File: src/core/serdes_phy_cfg_pkg.sv
// Package: register map, field positions and reset values of the receive PHY configuration bank
package serdes_phy_cfg_pkg;
    localparam int ADDR_W = 12;
    localparam int DATA_W = 8;
    localparam int EQ_W = 4;
    localparam int DIV_W = 2;
    // Offset printed only as a garbled value; kept at the next free slot before 0x206
    localparam logic [11:0] LINK_BUFFER_POWER_DOWN_ADDR = 12'h203;
    localparam logic [11:0] RECOVERY_LOGIC_RESET_ADDR = 12'h206;
    localparam logic [11:0] RECOVERY_OPERATING_MODE_ADDR = 12'h230;
    localparam logic [11:0] EQUALIZER_LANES_ZERO_ONE_ADDR = 12'h250;
    localparam logic [11:0] EQUALIZER_LANES_TWO_THREE_ADDR = 12'h251;
    localparam int SYNC_PD_BIT = 1;
    localparam int PD_SPARE_BIT = 0;
    localparam int RECOVERY_RESET_BIT = 0;
    localparam int HALF_RATE_BIT = 5;
    localparam int MODE_SPARE_HI = 4;
    localparam int MODE_SPARE_LO = 3;
    localparam int DIV_HI = 2;
    localparam int DIV_LO = 1;
    localparam int MODE_SPARE0_BIT = 0;
    localparam int EQ_HI_LSB = 4;
    localparam int EQ_LO_LSB = 0;
    localparam logic SYNC_PD_RESET = 1'h0;
    localparam logic SPARE_RESET = 1'h0;
    localparam logic RECOVERY_RESET_RESET = 1'h1;
    localparam logic HALF_RATE_RESET = 1'h1;
    localparam logic [1:0] MODE_SPARE_RESET = 2'h1;
    localparam logic [1:0] DIV_RESET = 2'h0;
    localparam logic [3:0] EQ_RESET = 4'h8;
    localparam logic [3:0] EQ_MANUAL = 4'h0;
    localparam logic [1:0] DIV_NONE = 2'h0;
    localparam logic [1:0] DIV_BY_TWO = 2'h1;
    localparam logic [1:0] DIV_BY_FOUR = 2'h2;
    localparam logic [2:0] DIVIDE_FACTOR_ONE = 3'h1;
    localparam logic [2:0] DIVIDE_FACTOR_TWO = 3'h2;
    localparam logic [2:0] DIVIDE_FACTOR_FOUR = 3'h4;
    localparam logic [7:0] READ_ZERO = 8'h00;
endpackage : serdes_phy_cfg_pkg

File: src/core/serdes_phy_config_regs.sv
// Register bank that configures the multi-lane serial receive PHY
//
// How it works
// - Sync buffer power-down bit 1 powers down the sync request output buffer.
// - Bit 0 of the recovery reset register, reset value 1, resets every lane.
// - Recovery logic held in reset while bit reads 0, runs while 1.
// - Half-rate bit 0 gives full-rate recovery, 1 gives half-rate operation.
// - Division field bits 2:1: 00 none, 01 divide by two, 10 by four.
// - Four-bit lane equalizer, reset 8; 0 means manual, N means boost N.
`timescale 1ns/1ps
`default_nettype none
module serdes_phy_config_regs
    import serdes_phy_cfg_pkg::*;
(
    input wire logic clock,
    input wire logic rst_n,
    input wire logic wr_en,
    input wire logic rd_en,
    input wire logic [ADDR_W-1:0] addr,
    input wire logic [DATA_W-1:0] wr_data,
    output logic [DATA_W-1:0] rd_data,
    output logic sync_buffer_enable,
    output logic recovery_logic_reset_n,
    output logic half_rate_enable,
    output logic [DIV_W-1:0] division_code,
    output logic [2:0] divide_factor,
    output logic [EQ_W-1:0] lane0_equalizer,
    output logic [EQ_W-1:0] lane1_equalizer,
    output logic [EQ_W-1:0] lane2_equalizer,
    output logic [EQ_W-1:0] lane3_equalizer,
    output logic [3:0] lane_manual_eq
);

    // ========================================================================
    // Storage
    logic sync_buffer_power_down_q;
    logic pd_spare_q;
    logic recovery_reset_bit_q;
    logic half_rate_q;
    logic [1:0] mode_spare_q;
    logic [DIV_W-1:0] div_q;
    logic mode_spare0_q;
    logic [DATA_W-1:0] eq01_q;
    logic [DATA_W-1:0] eq23_q;

    function automatic logic hit(input logic [ADDR_W-1:0] a,
                                 input logic [ADDR_W-1:0] reg_addr);
        hit = wr_en && (a == reg_addr);
    endfunction : hit

    // Power-down register; spare bit is writable storage
    always_ff @(posedge clock) begin
        if (!rst_n) begin
            sync_buffer_power_down_q <= SYNC_PD_RESET;
            pd_spare_q <= SPARE_RESET;
        end else if (hit(addr, LINK_BUFFER_POWER_DOWN_ADDR)) begin
            sync_buffer_power_down_q <= wr_data[SYNC_PD_BIT];
            pd_spare_q <= wr_data[PD_SPARE_BIT];
        end
    end

    always_ff @(posedge clock) begin
        if (!rst_n) begin
            recovery_reset_bit_q <= RECOVERY_RESET_RESET;
        end else if (hit(addr, RECOVERY_LOGIC_RESET_ADDR)) begin
            recovery_reset_bit_q <= wr_data[RECOVERY_RESET_BIT];
        end
    end

    always_ff @(posedge clock) begin
        if (!rst_n) begin
            half_rate_q <= HALF_RATE_RESET;
            mode_spare_q <= MODE_SPARE_RESET;
            div_q <= DIV_RESET;
            mode_spare0_q <= SPARE_RESET;
        end else if (hit(addr, RECOVERY_OPERATING_MODE_ADDR)) begin
            half_rate_q <= wr_data[HALF_RATE_BIT];
            mode_spare_q <= wr_data[MODE_SPARE_HI:MODE_SPARE_LO];
            div_q <= wr_data[DIV_HI:DIV_LO];
            mode_spare0_q <= wr_data[MODE_SPARE0_BIT];
        end
    end

    always_ff @(posedge clock) begin
        if (!rst_n) begin
            eq01_q <= {EQ_RESET, EQ_RESET};
            eq23_q <= {EQ_RESET, EQ_RESET};
        end else begin
            if (hit(addr, EQUALIZER_LANES_ZERO_ONE_ADDR)) begin
                eq01_q <= wr_data;
            end
            if (hit(addr, EQUALIZER_LANES_TWO_THREE_ADDR)) begin
                eq23_q <= wr_data;
            end
        end
    end

    // ========================================================================
    // Read path, registered; unmapped addresses read zero
    always_ff @(posedge clock) begin
        if (!rst_n) begin
            rd_data <= READ_ZERO;
        end else if (rd_en) begin
            case (addr)
                LINK_BUFFER_POWER_DOWN_ADDR: begin
                    rd_data <= {6'h00, sync_buffer_power_down_q, pd_spare_q};
                end
                RECOVERY_LOGIC_RESET_ADDR: begin
                    rd_data <= {7'h00, recovery_reset_bit_q};
                end
                RECOVERY_OPERATING_MODE_ADDR: begin
                    rd_data <= {2'h0, half_rate_q, mode_spare_q, div_q,
                                mode_spare0_q};
                end
                EQUALIZER_LANES_ZERO_ONE_ADDR: begin
                    rd_data <= eq01_q;
                end
                EQUALIZER_LANES_TWO_THREE_ADDR: begin
                    rd_data <= eq23_q;
                end
                default: begin
                    rd_data <= READ_ZERO;
                end
            endcase
        end
    end

    // ========================================================================
    // Controls to the analog and recovery logic
    assign sync_buffer_enable = !sync_buffer_power_down_q;
    assign recovery_logic_reset_n = recovery_reset_bit_q;
    assign half_rate_enable = half_rate_q;
    assign division_code = div_q;
    assign lane0_equalizer = eq01_q[EQ_LO_LSB +: EQ_W];
    assign lane1_equalizer = eq01_q[EQ_HI_LSB +: EQ_W];
    assign lane2_equalizer = eq23_q[EQ_LO_LSB +: EQ_W];
    assign lane3_equalizer = eq23_q[EQ_HI_LSB +: EQ_W];

    // Manual flag per lane: code zero hands control to software values
    assign lane_manual_eq = {lane3_equalizer == EQ_MANUAL,
                             lane2_equalizer == EQ_MANUAL,
                             lane1_equalizer == EQ_MANUAL,
                             lane0_equalizer == EQ_MANUAL};

    // Undefined code 11 falls back to no division rather than guessing
    always_comb begin
        case (div_q)
            DIV_BY_TWO: divide_factor = DIVIDE_FACTOR_TWO;
            DIV_BY_FOUR: divide_factor = DIVIDE_FACTOR_FOUR;
            default: divide_factor = DIVIDE_FACTOR_ONE;
        endcase
    end
endmodule : serdes_phy_config_regs
`default_nettype wire

File: config.mk
export PLATFORM = sky130hd
export DESIGN_NAME = serdes_phy_config_regs
export DESIGN_NICKNAME = d
export VERILOG_FILES = /design/src/core/serdes_phy_cfg_pkg.sv /design/src/core/serdes_phy_config_regs.sv
export SDC_FILE = /design/constraint.sdc
export NUM_CORES = 1
export LEC_CHECK = 0
export BUFFER_PORTS_ARGS = -buffer_cell sky130_fd_sc_hd__buf_2
export CELL_PAD_IN_SITES_DETAIL_PLACEMENT = 0
export CELL_PAD_IN_SITES_GLOBAL_PLACEMENT = 1
export CORE_UTILIZATION = 39
export CTS_CLUSTER_DIAMETER = 120
export DETAILED_ROUTE_END_ITERATION = 16
export GPL_TIMING_DRIVEN = 0
export PLACE_DENSITY = 0.81
export SYNTH_ARGS = -nofsm -noshare
export SYNTH_HDL_FRONTEND = slang
export SYNTH_SLANG_ARGS = --single-unit
File: constraint.sdc
create_clock -name clock -period 3.3 [get_ports clock]
set_input_delay 0.66 -clock clock [delete_from_list [all_inputs] [get_ports clock]]
set_output_delay 0.66 -clock clock [all_outputs]
set_load 0.03 [all_outputs]
Word level (Yosys, flattened, before mapping) --
Index checks and enable logic that the tools add are counted.
Word-level totals: logic and storage cells 29, output and inout port bits 36, input port bits 24, flip-flop bits (word level) 33
Cells by class: reduce and logical (&&, ||, !) cells 10, equality and inequality tests 7, mux-type cells 2
Operators by type and width (number):
- equality test 12 x 10 -> 1 bit, second input constant | 5
- one-hot mux 8 bit (5 select lines) | 1
- zero test 4 bit | 4
- one-hot mux 3 bit (2 select lines) | 1
- logical AND 1 bit | 5
- equality test 2 x 1 -> 1 bit, second input constant | 1
- equality test 2 bit, second input constant | 1
- zero test 1 bit | 1

Depth between registers and ports, before layout --
Gate-level depths: netlist of run 1.
depth in word-level cells 2, gate-level depth with buffers 6

Worst setup path after synthesis of run 1 --
No wires, ideal clock.
path type reg2out, from register eq01_q[7], to output port lane_manual_eq[1], required time 2.640 ns, cell stages (with the launch flop) 2, slack 1.196 ns, arrival 1.444 ns, buffers on the path 0, cells stage by stage dfxtp_1 > nor4_1
On the way: longest elaborated chain between the ends 1
RTL lines:
- start: declaration | line serdes_phy_config_regs.sv:43 | logic [DATA_W-1:0] eq01_q;
- start signal: assignment | line serdes_phy_config_regs.sv:86 | eq01_q <= {EQ_RESET, EQ_RESET};
- start signal: assignment | line serdes_phy_config_regs.sv:90 | eq01_q <= wr_data;
- zero test 4 bit | line serdes_phy_config_regs.sv:142 | lane1_equalizer == EQ_MANUAL,
- end: declaration | line serdes_phy_config_regs.sv:31 | output logic [3:0] lane_manual_eq
Every way passes these cells.

Final worst setup path of run 1 --
from input port addr[7], to register eq01_q[7]
On the way: longest elaborated chain between the ends 2
RTL lines:
- start: declaration | line serdes_phy_config_regs.sv:19 | input wire logic [ADDR_W-1:0] addr,
- equality test 12 x 10 -> 1 bit | line serdes_phy_config_regs.sv:48 | hit = wr_en && (a == reg_addr);
- logical AND 1 bit | line serdes_phy_config_regs.sv:48
Every way passes these cells. A chain may end at the register's enable or synchronous reset.

==> impl_metrics.json, run 1 <==
{
  "hold_path_depth": 2,
  "grt_setup_unrepaired": "false",
  "dp_cells": 292,
  "clk_latency_ns": 0.28,
  "route.detailed.drc": 0,
  "cp_max_fo": 9,
  "hold_violations": 0,
  "synth_top_area_share_pct": 38.5,
  "period_minus_slack_ns": 1.98,
  "layoutNonFillerInstCount": 300,
  "tightest_slew_ns": 0.784,
  "post-cts-setup-buffers": 0,
  "synth_top_cell_by_area": "dfxtp_1",
  "die_w_um": 68.3,
  "vias": 1621,
  "cts_buffers": 5,
  "cts_buffer_depth": 2,
  "crit_chain": "buf_2, nor4b_4, nand3_4, nor3_4, mux2i_1",
  "drt_iter0_markers": 85,
  "tns_ns": 0,
  "crit_family": "simple AND/OR/NAND/NOR gates",
  "start_kind": "input pin",
  "htreeDepth": 2,
  "power_density_nw_per_um2": 359,
  "peakVddDrop_mv": 0.273,
  "dpl-instance-area_um2": 2070,
  "drv_cap": 0,
  "slowest_delay_ns": 0.50,
  "drive_above_1_share_pct": 33.6,
  "synthCells": 183,
  "clockRootBuffer": "clkbuf_8",
  "area_growth_pct": 25.7,
  "stdcell_area_um2": 2160,
  "fin_crit_sh_pct": 59.9,
  "endpoint_kind": "flip-flop",
  "cts_tree": "built",
  "rows": 23,
  "syn_nets": 209,
  "synth_cell_types": 42,
  "skew_ns": 0.00489,
  "slew_violations": 0,
  "setup_viol_count_final": 0,
  "synth_ff_type": "dfxtp_1",
  "whs_ns": 0.486,
  "grt_start_max_net_pins": 11,
  "final_common_cell": "buf_2",
  "dieHeight_um": 68.3,
  "detail_route.first_pass.iterations": 4,
  "grt_pass1_vias": 1462,
  "synth-edff-count": 0,
  "cp.arrival_ns": 2.19,
  "route.antenna.remaining_nets": 0,
  "critical_path_buf_inv_count": 1,
  "ys_warn_count": 0,
  "core_area_um2": 4120,
  "cts_resized": 0,
  "grt_pass1_wl_um": 7270,
  "postSynth.asyncResetShare_pct": 0,
  "max_slew_margin_pct": 47.0,
  "grtUsageTotal_pct": 21.4,
  "synth_area_per_cell_um2": 9.37,
  "numPortBuffers": 59,
  "diodes": 0,
  "cts_hold_buf": 0,
  "overflow": 0,
  "setup.worst_path.class": "input pin to flip-flop",
  "ys_seq_area_share_pct": 38.5,
  "cts.clk_slew.worst_paths_ns": 0.07,
  "nets": 275,
  "antenna_found_initial": 0,
  "netlist_area_um2": 1720,
  "ys_ff_latch": 33,
  "mostFrequentLayoutCells": "buf_2 (61), dfxtp_1 (33), nand2_1 (23)",
  "io_pins": 60,
  "cts_sinks": 33,
  "viasPerCell": 5.40,
  "status": "finished clean",
  "hp-class": "flip-flop to flip-flop",
  "max_freq_mhz": 506,
  "gp_congestion": 0.800,
  "synth_area_leaders": "dfxtp_1 (39%), mux2i_1 (9.9%), nand2_1 (5.0%), a21boi_0 (3.9%), mux2_2 (3.9%)",
  "design.die.area_um2": 4670,
  "wl_per_cell_um": 15.4,
  "start_util_pct": 41.7,
  "p_leak_nw": 0.924,
  "wirelength_um": 4630,
  "critPathSlowestCell": "nor3_4",
  "hpwl_um": 3500,
  "worst_ep_required_time_ns": 3.51,
  "worstRegToRegCells": 4,
  "path_depth": 5
}
==> sequential cells by signal, indices dropped and copies added (netlist names) <==
signal / cells
recovery_logic_reset_n: 1
mode_spare_q: 2
sync_buffer_power_down_q: 1
mode_spare0_q: 1
pd_spare_q: 1
eq23_q: 8
rd_data: 8
division_code: 2
eq01_q: 8
half_rate_enable: 1
==> synthesized netlist by cell type, drive strengths merged, types with 2 or more instances <==
cell type,instances
a21boi,9
a21oi,4
a31oi,2
a32oi,3
and2b,2
and3,2
and3b,3
buf,4
clkbuf,6
dfxtp,33
ha,2
inv,3
mux2,6
mux2i,17
nand2,23
nand2b,6
nand3,12
nand3b,3
nand4,5
nor2b,6
nor3,3
nor4,4
nor4b,2
o21ai,13
==> metal layers <==
layer,vias to the layer above,global-route usage [%],wire length (um)
li1,812,-,-
met1,758,29.5,2220
met2,47,33.7,2130
met3,4,4.67,234
met4,0,5.21,33
met5,-,0,0
==> stage by stage <==
step                power [mW]  setup slack (ns)  util [%]
detailed placement       0.483              1.03      50.4
global route             0.802              1.24      52.4
global placement         0.483              1.03      50.4
finish                   0.774              1.32      52.4
floorplan                0.448              1.20         -
CTS                      0.778              1.31      52.4
==> power breakdown <==
part	total (mW)	switching, mW	internal, mW
sequential	0.401	0.00100	0.400
combinational	0.0722	0.0450	0.0273
clock	0.300	0.151	0.149
total	0.774	0.197	0.577
==> final timing paths <==
path                                  from                 endpoint  slack [ns]
max                                addr[7]   eq01_q[7]$_SDFFE_PN1P_        1.32
min                rd_data[6]$_SDFFE_PN0P_  rd_data[6]$_SDFFE_PN0P_        0.49
max reg2reg  division_code[0]$_SDFFE_PN0P_  rd_data[1]$_SDFFE_PN0P_        2.00
min reg2reg        rd_data[6]$_SDFFE_PN0P_  rd_data[6]$_SDFFE_PN0P_        0.49
==> worst reg2reg max path, stage by stage (launching register included) <==
cell and delay, ns:
dfxtp_1 0.36, inv_1 0.07, o2bb2a_1 0.27, o32ai_1 0.33, a41o_1 0.22
==> cell type report <==
cell class	instances	area, um^2
Inverter	3	11.3
Tap cell	50	62.6
Multi-Input combinational cell	137	992
Clock buffer	7	76.3
Timing Repair Buffer	59	295
Clock inverter	1	7.51
Fill cell	433	1960
Buffer	10	51.3
Sequential cell	33	661
==> cells by family after synthesis <==
kind of cell | Yosys count | synth area share [%]
AO/OA/AOI/OAI | 36 | 13.9
multiplexers | 23 | 13.9
AND/OR/NAND/NOR | 76 | 28.7
buffers and inverters | 13 | 3.65
adder cells (fa/ha/maj) | 2 | 1.46
flip-flops | 33 | 38.5
Power figures use the tool's default switching activity.
==> run 2, diff against run 1 <==
- ABC_AREA: not set -> 1
- CORE_UTILIZATION: 39 -> 34
- PLACE_DENSITY: 0.81 -> 0.75
- clock period: 3.3 -> 1.85 ns (I/O delays scaled with it)
==> impl_metrics.json, run 2 <==
{
  "status": "finished clean",
  "clockRootBuffer": "clkbuf_8",
  "diodes": 0,
  "route.antenna.remaining_nets": 0,
  "grtUsageTotal_pct": 17.4,
  "p_total_mw": 1.37,
  "numPortBuffers": 58,
  "critPathSlowestCell": "dfxtp_1",
  "drv_cap": 0,
  "crit_chain": "inv_1, ha_1, buf_2",
  "netlist_area_um2": 1680,
  "max_slew_margin_pct": 69.5,
  "period_minus_slack_ns": 1.60,
  "mostFrequentLayoutCells": "buf_2 (60), nand2_1 (38), dfxtp_1 (33)",
  "postSynth.asyncResetShare_pct": 0,
  "cts_sinks": 33,
  "cts_buffer_depth": 2,
  "synth_area_per_cell_um2": 7.46,
  "viasPerCell": 4.47,
  "power_density_nw_per_um2": 638,
  "yosys-mux-area-fraction_pct": 0,
  "grt_pass1_wl_um": 6980,
  "antenna_found_initial": 0,
  "cp_max_fo": 4,
  "hold_violations": 0,
  "htreeDepth": 2,
  "grt_setup_unrepaired": "false",
  "synth_top_family_by_area": "simple AND/OR/NAND/NOR gates",
  "setup.worst_path.class": "flip-flop to output port",
  "grt_pass1_vias": 1421,
  "reg2reg_slack_ns": 0.99,
  "synth-compound-area-share_pct": 15.6,
  "wl_per_cell_um": 11.9,
  "p_leak_nw": 1.05,
  "core_area_um2": 4720,
  "dp_cells": 350,
  "synth_cell_types": 25,
  "ys_ff_latch": 33,
  "synth_area_leaders": "dfxtp_1 (39%), nand2_1 (8.5%), nand3_1 (7.2%), inv_1 (6.5%), a21oi_1 (6.3%)",
  "setup_viol_count_final": 0,
  "swShare_pct": 24.1,
  "clk_latency_ns": 0.28,
  "start_util_pct": 35.5,
  "syn_nets": 251,
  "internal_power_mw": 1.04,
  "yosys.area_share.simple_pct": 33.8,
  "slowest_delay_ns": 0.41,
  "vias": 1595,
  "synth_ff_type": "dfxtp_1",
  "r2r-start": "division_code[0]$_SDFFE_PN0P_",
  "wirelength_um": 4240,
  "peakVddDrop_mv": 0.262,
  "cp.arrival_ns": 1.23,
  "dieHeight_um": 72.3,
  "synth-edff-count": 0,
  "io_pins": 60,
  "cts_hold_buf": 0,
  "design.die.area_um2": 5220,
  "worst_ep_required_time_ns": 1.48,
  "p_comb_share_pct": 7.5,
  "die_w_um": 72.3,
  "switching_power_uw": 329,
  "synth_top_cell_by_area": "dfxtp_1",
  "detail_route.first_pass.iterations": 4,
  "ys_seq_area_share_pct": 39.3,
  "cts_buffers": 5,
  "hpwl_um": 3370,
  "clkPwrFrac_pct": 40.4,
  "grt_start_max_net_pins": 11,
  "cts_resized": 0,
  "overflow": 0,
  "start_kind": "flip-flop",
  "area_growth_pct": 27.6,
  "yosys-top-cells-count": "nand2_1 (38), dfxtp_1 (33), inv_1 (29)",
  "fin_crit_sh_pct": 86.6,
  "tightest_slew_ns": 0.458,
  "nets": 316,
  "synth-xor-area-share_pct": 0,
  "crit_path_start": "division_code[0]$_SDFFE_PN0P_",
  "drive_above_1_share_pct": 31.4,
  "slew_violations": 0,
  "pwr-share-seq_pct": 52.1,
  "route.detailed.drc": 0,
  "synthAdderAreaFrac_pct": 1.49,
  "gp_congestion": 0.795,
  "skew_ns": 0.00467,
  "final_common_cell": "buf_2",
  "synth_top_area_share_pct": 39.3,
  "yosysMostFrequentCell": "nand2_1",
  "post-cts-setup-buffers": 0,
  "drt_iter0_markers": 67,
  "synthCells": 225,
  "max_freq_mhz": 624,
  "top_regs": "eq01_q: 8 flops, eq23_q: 8 flops, rd_data: 8 flops",
  "endpoint_kind": "output port",
  "cts_tree": "built",
  "nFillCells": 503,
  "layoutNonFillerInstCount": 357,
  "cts.clk_slew.worst_paths_ns": 0.07,
  "rows": 25,
  "hp-class": "input pin to flip-flop",
  "hp-start": "wr_data[6]",
  "ys_warn_count": 0,
  "tns_ns": 0
}
## run 2: logic make-up (layout without fill, tap and decap cells)
group	Yosys count	count (layout)
buffers and inverters	37	102
AO/OA/AOI/OAI	47	47
flip-flops	33	33
adder cells (fa/ha/maj)	2	2
AND/OR/NAND/NOR	106	106
## run 2: power groups by stage
stage               sequential, mW  clock (mW)  combinational [mW]
global placement             0.728           0               0.103
CTS                          0.712       0.576               0.104
global route                 0.711       0.597               0.114
floorplan                    0.730           0              0.0518
finish                       0.712       0.553               0.103
detailed placement           0.728           0               0.103
## run 2: final timing paths
kind | endpoint | depth (start not counted)
setup / recovery | divide_factor[0] | 3
hold / removal | eq01_q[6]$_SDFFE_PN0P_ | 3
setup reg to reg | rd_data[1]$_SDFFE_PN0P_ | 4
hold reg to reg | mode_spare0_q$_SDFFE_PN0P_ | 2
## run 2: cell type report
class / count / area (um^2) / area share, %
Buffer: 6 / 40.0 / 1.87
Clock buffer: 6 / 82.6 / 3.85
Clock inverter: 1 / 7.51 / 0.350
Inverter: 31 / 124 / 5.78
Multi-Input combinational cell: 155 / 855 / 39.9
Sequential cell: 33 / 661 / 30.8
Tap cell: 67 / 83.8 / 3.91
Timing Repair Buffer: 58 / 290 / 13.5
## run 2: layer usage
| metal | part of all wire [%] | vias to the layer above | GRT usage (%) | wire length, um |
|---|---|---|---|---|
| met5 | 0 | - | 0 | 0 |
| met4 | 1.1 | 0 | 5.88 | 48 |
| met3 | 4.4 | 6 | 4.58 | 186 |
| met2 | 41 | 38 | 24.9 | 1730 |
| met1 | 54 | 681 | 25.2 | 2280 |
| li1 | - | 870 | - | - |
## run 2: worst max-delay path: cells and delay by family (launching register included)
| kind | cells | cell delay, ns |
|---|---|---|
| buffers and inverters | 2 | 0.25 |
| adder cells (fa/ha/maj) | 1 | 0.28 |
| flip-flops | 1 | 0.41 |
## run 2: per-stage QoR
stage | instance area (um^2) | setup slack [ns] | hold slack [ns] | util, %
after floorplan | 1680 | 0.0338 | 0.424 | -
after global placement | 2050 | 0.236 | 0.437 | 43.5
after detailed placement | 2050 | 0.221 | 0.440 | 43.5
after CTS | 2140 | 0.230 | 0.320 | 45.4
after global routing | 2140 | 0.193 | 0.335 | 45.4
final | 2140 | 0.248 | 0.321 | 45.4
